### config.mk
export PLATFORM = sky130hd
export DESIGN_NAME = frl_loader
export DESIGN_NICKNAME = d
export VERILOG_FILES = /design/src/frl_pkg.sv /design/src/frl_byte_if.sv /design/src/frl_skid_buf.sv /design/src/frl_loader.sv
export SDC_FILE = /design/constraint.sdc
export NUM_CORES = 2
export LEC_CHECK = 0
export ABC_AREA = 0
export BUFFER_PORTS_ARGS = -buffer_cell sky130_fd_sc_hd__clkbuf_2
export CAP_MARGIN = 20
export CELL_PAD_IN_SITES_DETAIL_PLACEMENT = 1
export CELL_PAD_IN_SITES_GLOBAL_PLACEMENT = 2
export CORE_UTILIZATION = 30
export CTS_CLUSTER_SIZE = 8
export DETAILED_ROUTE_END_ITERATION = 10
export GPL_ROUTABILITY_DRIVEN = 0
export PLACE_DENSITY_LB_ADDON = 0.1
export SYNTH_ARGS = -nofsm -noshare
export SYNTH_HDL_FRONTEND = slang
export SYNTH_HIERARCHICAL = 1
export SYNTH_SLANG_ARGS = --single-unit
### constraint.sdc
create_clock -name SYS_CLK_I -period 15.5 [get_ports SYS_CLK_I]
set_input_delay 2.325 -clock SYS_CLK_I [delete_from_list [all_inputs] [get_ports SYS_CLK_I]]
set_output_delay 2.325 -clock SYS_CLK_I [all_outputs]
set_load 0.02 [all_outputs]
### src/frl_pkg.sv
package frl_pkg;

  // ==========================================================
  // clock and loader window
  // ==========================================================
  localparam int unsigned CLK_HZ = 10_000_000;
  localparam int unsigned LOADER_WINDOW_MS = 3000;
  localparam int unsigned LOADER_WINDOW_CYCLES = (CLK_HZ / 1000) * LOADER_WINDOW_MS;
  localparam int unsigned WIN_CNT_W = 25;

  // ==========================================================
  // characters on the serial link
  // ==========================================================
  localparam logic [7:0] CH_RESET = 8'h19;
  localparam logic [7:0] CH_COLON = 8'h3A;
  localparam logic [7:0] CH_O = 8'h4F;
  localparam logic [7:0] CH_K = 8'h6B;
  localparam logic [7:0] CH_CR = 8'h0D;
  localparam logic [7:0] CH_LF = 8'h0A;
  localparam logic [1:0] ACK_LAST = 2'h3;

  // ==========================================================
  // record layout, byte positions after the colon
  // ==========================================================
  localparam logic [8:0] REC_POS_LEN = 9'h000;
  localparam logic [8:0] REC_POS_ADDR_HI = 9'h001;
  localparam logic [8:0] REC_POS_ADDR_LO = 9'h002;
  localparam logic [8:0] REC_POS_TYPE = 9'h003;
  localparam logic [8:0] REC_POS_DATA = 9'h004;
  localparam logic [7:0] REC_TYPE_DATA = 8'h00;

  typedef enum logic [2:0] {
    ST_IDLE,
    ST_HEX,
    ST_CHECK,
    ST_WRITE,
    ST_ACK,
    ST_CLOSED
  } frl_state_t;

  // returns {valid, nibble} for an ASCII hex digit
  function automatic logic [4:0] frl_hex_val(input logic [7:0] c);
    logic [4:0] r;
    r = 5'h00;
    if (c >= 8'h30 && c <= 8'h39)
    begin
      r = {1'b1, 4'(c - 8'h30)};
    end
    else if (c >= 8'h41 && c <= 8'h46)
    begin
      r = {1'b1, 4'(c - 8'h37)};
    end
    else if (c >= 8'h61 && c <= 8'h66)
    begin
      r = {1'b1, 4'(c - 8'h57)};
    end
    return r;
  endfunction : frl_hex_val

  function automatic logic [7:0] frl_ack_char(input logic [1:0] idx);
    logic [7:0] r;
    r = CH_O;
    unique case (idx)
      2'h0: r = CH_O;
      2'h1: r = CH_K;
      2'h2: r = CH_CR;
      2'h3: r = CH_LF;
    endcase
    return r;
  endfunction : frl_ack_char

endpackage : frl_pkg

### src/frl_byte_if.sv
`timescale 1ns/1ps
interface frl_byte_if;
  logic valid;
  logic ready;
  logic [7:0] data;

  modport src (output valid, output data, input ready);
  modport snk (input valid, input data, output ready);
endinterface : frl_byte_if

### src/frl_skid_buf.sv
`timescale 1ns/1ps
module frl_skid_buf
  import frl_pkg::*;
(
  input wire logic clk_i,
  input wire logic rst_n_i,
  frl_byte_if.snk in_if,
  output logic out_valid_o,
  output logic [7:0] out_data_o,
  input wire logic out_ready_i
);

  // ==========================================================
  // two-entry buffer: output stage plus one skid stage
  // ==========================================================
  logic skid_valid_reg;
  logic [7:0] skid_data_reg;
  logic in_fire;
  logic out_fire;

  assign in_fire = in_if.valid && in_if.ready;
  assign out_fire = out_valid_o && out_ready_i;
  // ready only while the skid stage is empty, so a stall loses nothing
  assign in_if.ready = !skid_valid_reg;

  always_ff @(posedge clk_i)
  begin
    if (!rst_n_i)
    begin
      out_valid_o <= 1'b0;
      out_data_o <= 8'h00;
    end
    else if (!out_valid_o || out_fire)
    begin
      out_valid_o <= skid_valid_reg || in_fire;
      out_data_o <= skid_valid_reg ? skid_data_reg : in_if.data;
    end
  end

  always_ff @(posedge clk_i)
  begin
    if (!rst_n_i)
    begin
      skid_valid_reg <= 1'b0;
      skid_data_reg <= 8'h00;
    end
    else if (in_fire && out_valid_o && !out_fire)
    begin
      skid_valid_reg <= 1'b1;
      skid_data_reg <= in_if.data;
    end
    else if (out_fire)
    begin
      skid_valid_reg <= 1'b0;
    end
  end

endmodule : frl_skid_buf

### src/frl_loader.sv
`timescale 1ns/1ps
// Notes on behaviour
// - after every reset the loader stays open a few seconds accepting records
// - a colon starts a new hex record; following characters form it
// - a good record is answered with O, k, then line terminator
// - with no character received for a few seconds the loader closes and restarts
// - record data is written into program memory at its address
// - reply terminator is 0x0D then 0x0A
module frl_loader
  import frl_pkg::*;
#(
  parameter int unsigned WINDOW_CYCLES = LOADER_WINDOW_CYCLES
)
(
  input wire logic SYS_CLK_I,
  input wire logic RST_N_I,
  input wire logic [7:0] RX_DATA_I,
  input wire logic RX_VALID_I,
  output logic RX_READY_O,
  output logic [7:0] TX_DATA_O,
  output logic TX_VALID_O,
  input wire logic TX_READY_I,
  output logic PMEM_WE_O,
  output logic [15:0] PMEM_ADDR_O,
  output logic [7:0] PMEM_DATA_O,
  output logic LOADER_ACTIVE_O,
  output logic RESTART_O
);

  // ==========================================================
  // state
  // ==========================================================
  frl_state_t state_reg;
  logic [7:0] rec_buf [0:255];
  logic [8:0] byte_idx_reg;
  logic nib_hi_reg;
  logic [3:0] hi_nib_reg;
  logic [7:0] sum_reg;
  logic [7:0] len_reg;
  logic [15:0] base_reg;
  logic [7:0] type_reg;
  logic [7:0] wr_idx_reg;
  logic [1:0] ack_idx_reg;
  logic [WIN_CNT_W-1:0] win_cnt_reg;
  logic rx_fire;
  logic [4:0] hv;
  logic [7:0] rx_byte;
  logic win_expired;
  logic host_reset;

  frl_byte_if tx_if ();

  assign rx_fire = RX_VALID_I && RX_READY_O;
  assign hv = frl_hex_val(RX_DATA_I);
  assign rx_byte = {hi_nib_reg, hv[3:0]};
  // an unfinished record also lets the window run out
  assign win_expired = (state_reg == ST_IDLE || state_reg == ST_HEX) &&
                       (win_cnt_reg == WIN_CNT_W'(WINDOW_CYCLES - 1)) && !rx_fire;
  assign host_reset = rx_fire && (RX_DATA_I == CH_RESET) &&
                      (state_reg == ST_IDLE || state_reg == ST_CLOSED);

  // ==========================================================
  // acknowledgement path
  // ==========================================================
  assign tx_if.valid = (state_reg == ST_ACK);
  assign tx_if.data = frl_ack_char(ack_idx_reg);

  frl_skid_buf u_tx_buf (
    .clk_i(SYS_CLK_I),
    .rst_n_i(RST_N_I),
    .in_if(tx_if.snk),
    .out_valid_o(TX_VALID_O),
    .out_data_o(TX_DATA_O),
    .out_ready_i(TX_READY_I)
  );

  // ==========================================================
  // record parser and sequencer
  // ==========================================================
  always_ff @(posedge SYS_CLK_I)
  begin
    if (!RST_N_I)
    begin
      state_reg <= ST_IDLE;
      RX_READY_O <= 1'b1;
      byte_idx_reg <= 9'h000;
      nib_hi_reg <= 1'b1;
      hi_nib_reg <= 4'h0;
      sum_reg <= 8'h00;
      len_reg <= 8'h00;
      base_reg <= 16'h0000;
      type_reg <= 8'h00;
      wr_idx_reg <= 8'h00;
      ack_idx_reg <= 2'h0;
    end
    else
    begin
      unique case (state_reg)
        ST_IDLE, ST_HEX:
        begin
          if (win_expired)
            state_reg <= ST_CLOSED;
          else if (rx_fire && RX_DATA_I == CH_COLON)
          begin
            state_reg <= ST_HEX;
            byte_idx_reg <= 9'h000;
            nib_hi_reg <= 1'b1;
            sum_reg <= 8'h00;
          end
          else if (rx_fire && state_reg == ST_HEX)
          begin
            if (!hv[4])
              state_reg <= ST_IDLE;
            else if (nib_hi_reg)
            begin
              hi_nib_reg <= hv[3:0];
              nib_hi_reg <= 1'b0;
            end
            else
            begin
              nib_hi_reg <= 1'b1;
              sum_reg <= sum_reg + rx_byte;
              byte_idx_reg <= byte_idx_reg + 9'h001;
              if (byte_idx_reg == REC_POS_LEN)
                len_reg <= rx_byte;
              else if (byte_idx_reg == REC_POS_ADDR_HI)
                base_reg[15:8] <= rx_byte;
              else if (byte_idx_reg == REC_POS_ADDR_LO)
                base_reg[7:0] <= rx_byte;
              else if (byte_idx_reg == REC_POS_TYPE)
                type_reg <= rx_byte;
              if (byte_idx_reg == {1'b0, len_reg} + REC_POS_DATA &&
                  byte_idx_reg > REC_POS_TYPE)
              begin
                state_reg <= ST_CHECK;
                RX_READY_O <= 1'b0;
              end
            end
          end
        end
        ST_CHECK:
        begin
          wr_idx_reg <= 8'h00;
          ack_idx_reg <= 2'h0;
          if (sum_reg != 8'h00)
          begin
            state_reg <= ST_IDLE;
            RX_READY_O <= 1'b1;
          end
          else if (type_reg == REC_TYPE_DATA && len_reg != 8'h00)
            state_reg <= ST_WRITE;
          else
            state_reg <= ST_ACK;
        end
        ST_WRITE:
        begin
          wr_idx_reg <= wr_idx_reg + 8'h01;
          if (wr_idx_reg == len_reg - 8'h01)
            state_reg <= ST_ACK;
        end
        ST_ACK:
        begin
          if (tx_if.ready)
          begin
            ack_idx_reg <= ack_idx_reg + 2'h1;
            if (ack_idx_reg == ACK_LAST)
            begin
              state_reg <= ST_IDLE;
              RX_READY_O <= 1'b1;
            end
          end
        end
        ST_CLOSED: state_reg <= ST_CLOSED;
      endcase
    end
  end

  // data bytes held until the checksum has been seen
  always_ff @(posedge SYS_CLK_I)
  begin
    if (rx_fire && state_reg == ST_HEX && hv[4] && !nib_hi_reg &&
        byte_idx_reg >= REC_POS_DATA)
      rec_buf[8'(byte_idx_reg - REC_POS_DATA)] <= rx_byte;
  end

  // ==========================================================
  // program memory write port
  // ==========================================================
  always_ff @(posedge SYS_CLK_I)
  begin
    if (!RST_N_I)
    begin
      PMEM_WE_O <= 1'b0;
      PMEM_ADDR_O <= 16'h0000;
      PMEM_DATA_O <= 8'h00;
    end
    else
    begin
      PMEM_WE_O <= (state_reg == ST_WRITE);
      PMEM_ADDR_O <= base_reg + {8'h00, wr_idx_reg};
      PMEM_DATA_O <= rec_buf[wr_idx_reg];
    end
  end

  // ==========================================================
  // loader window and restart
  // ==========================================================
  always_ff @(posedge SYS_CLK_I)
  begin
    if (!RST_N_I)
    begin
      win_cnt_reg <= '0;
      LOADER_ACTIVE_O <= 1'b1;
      RESTART_O <= 1'b0;
    end
    else
    begin
      if (rx_fire || !(state_reg inside {ST_IDLE, ST_HEX}))
        win_cnt_reg <= '0;
      else
        win_cnt_reg <= win_cnt_reg + WIN_CNT_W'(1);
      if (win_expired)
        LOADER_ACTIVE_O <= 1'b0;
      RESTART_O <= win_expired || host_reset;
    end
  end

  // ==========================================================
  // checks
  // ==========================================================
  logic ack_fire;
  assign ack_fire = tx_if.valid && tx_if.ready;
endmodule : frl_loader

==> flow_summary.yaml <==
cells_and_area:
  share_of_post_route_cells_with_drive_strength_above_1: 0.191
  filler_cell_count: 28700
  largest_register_ffs: 2048
  utilization: 0.348
  nets: 5095
  layout-area-overhead-vs-synth_pct: 15.0
  final_cells: 9008
  stdcell_area_sq_um: 100000
cts:
  cts_setup_buffers: 0
  cts-resized-gates: 0
  cts-root-buf: "clkbuf_16"
  cts_tree: "built"
  clkTransAtPathRegs_ns: 0.05
  cts_inserted_buffers: 313
  htree_levels: 5
  clk_latency_ns: 0.91
  cts_num_sinks: 2186
  clockBufferDepth: 4
  ctsHoldBuffers: 0
global_route:
  grt_max_degree: 119
  grt_antenna_before_repair: 21
  wire_length_of_the_first_global_routing_pass_um: 415000
  via_count_of_the_first_global_routing_pass: 48900
  groute.usage.overall: 0.203
  grt_remaining_overflow: 0
power_and_ir_drop:
  pwr_density_cell_nw_per_um2: 135
  max-vdd-ir-drop_uv: 89.3
  design_power_total_mw: 13.6
  p_leak_nw: 31.2
timing:
  report.final.setup_viol: 0
  setup_repair_after_global_routing_missed_its_margin: "no"
  tightestPinTransition_ns: 1.19
  slew_headroom: 0.199
  maxSlewViolCount: 0
  fin_setup_tns_ns: 0
  finalHoldViolations: 0
  period_share: 0.364
  max_clock_freq_mhz: 177
  worst_clock_skew_on_the_final_layout_ns: 0.0505
  layout_min_cycle_time_ns: 5.64
synth:
  synth_area_per_cell_sq_um: 18.1
  synthesis.yosys.warnings: 6
  ys_seq_area_frac: 0.735
  synth.ff_latch_count: 2186
  synth_top_cells_by_area: "edfxtp_1 (70%), mux4_2 (9.0%), mux2i_1 (4.2%)"
  synth.distinct_cells: 93
  syn_inst: 4838
  syn-cell-area_sq_um: 87400
  yosys_most_used_dff: "edfxtp_1"
  synth_top_cell_area_share: 0.704
  netlist.top_cell.by_area: "edfxtp_1"
  synth_enable_flop_cells: 2048
  synthArstFlopShare: 0
drt:
  drc_errors: 0
  wl_per_cell_um: 33.3
  ant_nets: 0
  routed_via_density: 5.18
  drt-initial-drc-count: 3908
  vias: 46700
  route.final.wire_length_um: 300000
  detail_route.first_pass.iterations: 5
setup_path:
  arrival_ns: 6.14
  critical_path.slowest_cell: "nor2_1"
  reg2reg_slack_ns: 9.98
  cpMostUsedCell: "nor2_1"
  critPathRequiredTime_ns: 16.00
  cells_along_the_critical_path: "clkbuf_2 -> inv_1 -> ha_1 -> o21bai_1 -> a21boi_4 -> o21ai_4 -> nor2_1 -> and3_1 -> nand3_1 -> nor2_1"
  maximum_fanout_count_along_the_critical_path: 16
  max_stage_delay_ns: 0.91
  crit_path_end: "rec_buf[237][6]"
  endpoint_kind: "flop"
  timing.critical_path.from: "RX_DATA_I[1]"
  criticalPathCategory: "input port to flop"
  critical_r2r_launch: "wr_idx_reg[0]"
  cp-start-kind: "input port"
  r2r.worst_path.cells: 11
  r2r-end: "PMEM_DATA_O[5]"
floorplan:
  num_rows: 197
  core_sq_um: 289000
  fp.dieArea_sq_um: 293000
  die_w_um: 542
  start_util: 0.302
  top_level_ports: 49
  fp.dieH_um: 542
placement:
  placed_area_sq_um: 91900
  number_of_placed_instances_with_taps_included: 8607
  dp_hpwl_um: 182000
  port_buffers: 48
outcome:
  outcome: "complete, no violations"
job:
  max-cap-violations: 0
worst_hold_path:
  hold_path_class: "flop to flop"
  hold_path.startpoint: "LOADER_ACTIVE_O"
## routing by layer
metal	part of all wire	global-route usage	routed length [um]	vias to the layer above
li1	-	-	-	19800
met1	0.46	0.290	139000	25500
met2	0.47	0.326	141000	1124
met3	0.046	0.0298	13900	339
met4	0.019	0.0410	5580	0
met5	0	0	0	-
## power breakdown
| group | internal, mW | switching, mW |
|---|---|---|
| clock network | 3.71 | 2.52 |
| registers | 6.40 | 0.0372 |
| logic | 0.381 | 0.544 |
| total | 10.5 | 3.10 |
## layout make-up
type,count,area (sq um),share of cell area
Multi-Input combinational cell,2327,21300,0.212
Antenna cell,4,10.0,0.0000996
Inverter,44,183,0.00182
Sequential cell,2186,64300,0.640
Clock buffer,375,8250,0.0821
Timing Repair Buffer,172,1290,0.0128
Clock inverter,20,300,0.00299
Tap cell,3880,4850,0.0483
## how the worst min path moves through the flow
stage	to	slack [ns]	depth (start not counted)
3_5_place_dp	LOADER_ACTIVE_O	0.45	2
3_3_place_gp	LOADER_ACTIVE_O	0.43	2
5_1_grt	u_tx_buf/skid_data_reg[3]	0.49	2
4_1_cts	LOADER_ACTIVE_O	0.46	2
2_1_floorplan	win_cnt_reg[0]	0.43	1
6_report	LOADER_ACTIVE_O	0.46	2
## per-stage QoR
stage / setup slack (ns) / hold WS [ns]
2_1_floorplan: 3.47 / 0.430
3_3_place_gp: 8.85 / 0.434
3_5_place_dp: 8.93 / 0.453
4_1_cts: 9.82 / 0.465
5_1_grt: 9.58 / 0.487
6_report: 9.86 / 0.456
## logic make-up after synthesis
logic type | Yosys count | share of synthesized area
buffers and inverters | 329 | 0.0228
and+or+nand+nor | 880 | 0.0457
other | 2 | 0.0000860
xor gates and xnor gates | 70 | 0.00702
adders and majority gates | 39 | 0.00576
muxes | 758 | 0.138
DFF | 2186 | 0.735
AOI/OAI and AO/OA | 574 | 0.0455
## critical path, delay by kind of cell
kind                     cells  cell delay (ns)
adder cells (fa/ha/maj)      1             0.23
AO/OA/AOI/OAI                3             0.53
buffers and inverters        2             0.22
AND/OR/NAND/NOR              4             2.80
## synth_stat cells (all sizes together) (37+ instances only)
cell type  instances
nor3              58
ha                37
buf              175
a21oi            132
xnor2             41
mux2              39
inv               42
edfxtp          2048
o22ai             79
mux2i            368
a211oi            58
nand3             62
nor2             424
mux4             351
o21ai             85
nand2            176
o221ai            76
dfxtp            138
clkbuf           110
## cell usage in the layout (no fill, tap or decap), drive strengths merged, types with 39 or more instances in the layout
| cell | Yosys | routed |
|---|---|---|
| nand2 | 176 | 176 |
| mux2i | 368 | 368 |
| o221ai | 76 | 76 |
| a211oi | 58 | 58 |
| inv | 42 | 53 |
| edfxtp | 2048 | 2048 |
| nor3 | 58 | 58 |
| nor2 | 424 | 424 |
| mux4 | 351 | 351 |
| dfxtp | 138 | 138 |
| nand3 | 62 | 62 |
| o22ai | 79 | 79 |
| mux2 | 39 | 39 |
| o21ai | 85 | 85 |
| xnor2 | 41 | 41 |
| buf | 175 | 124 |
| a21oi | 132 | 132 |
| clkbuf | 110 | 423 |
No activity file was read; power rests on OpenSTA's default activity.
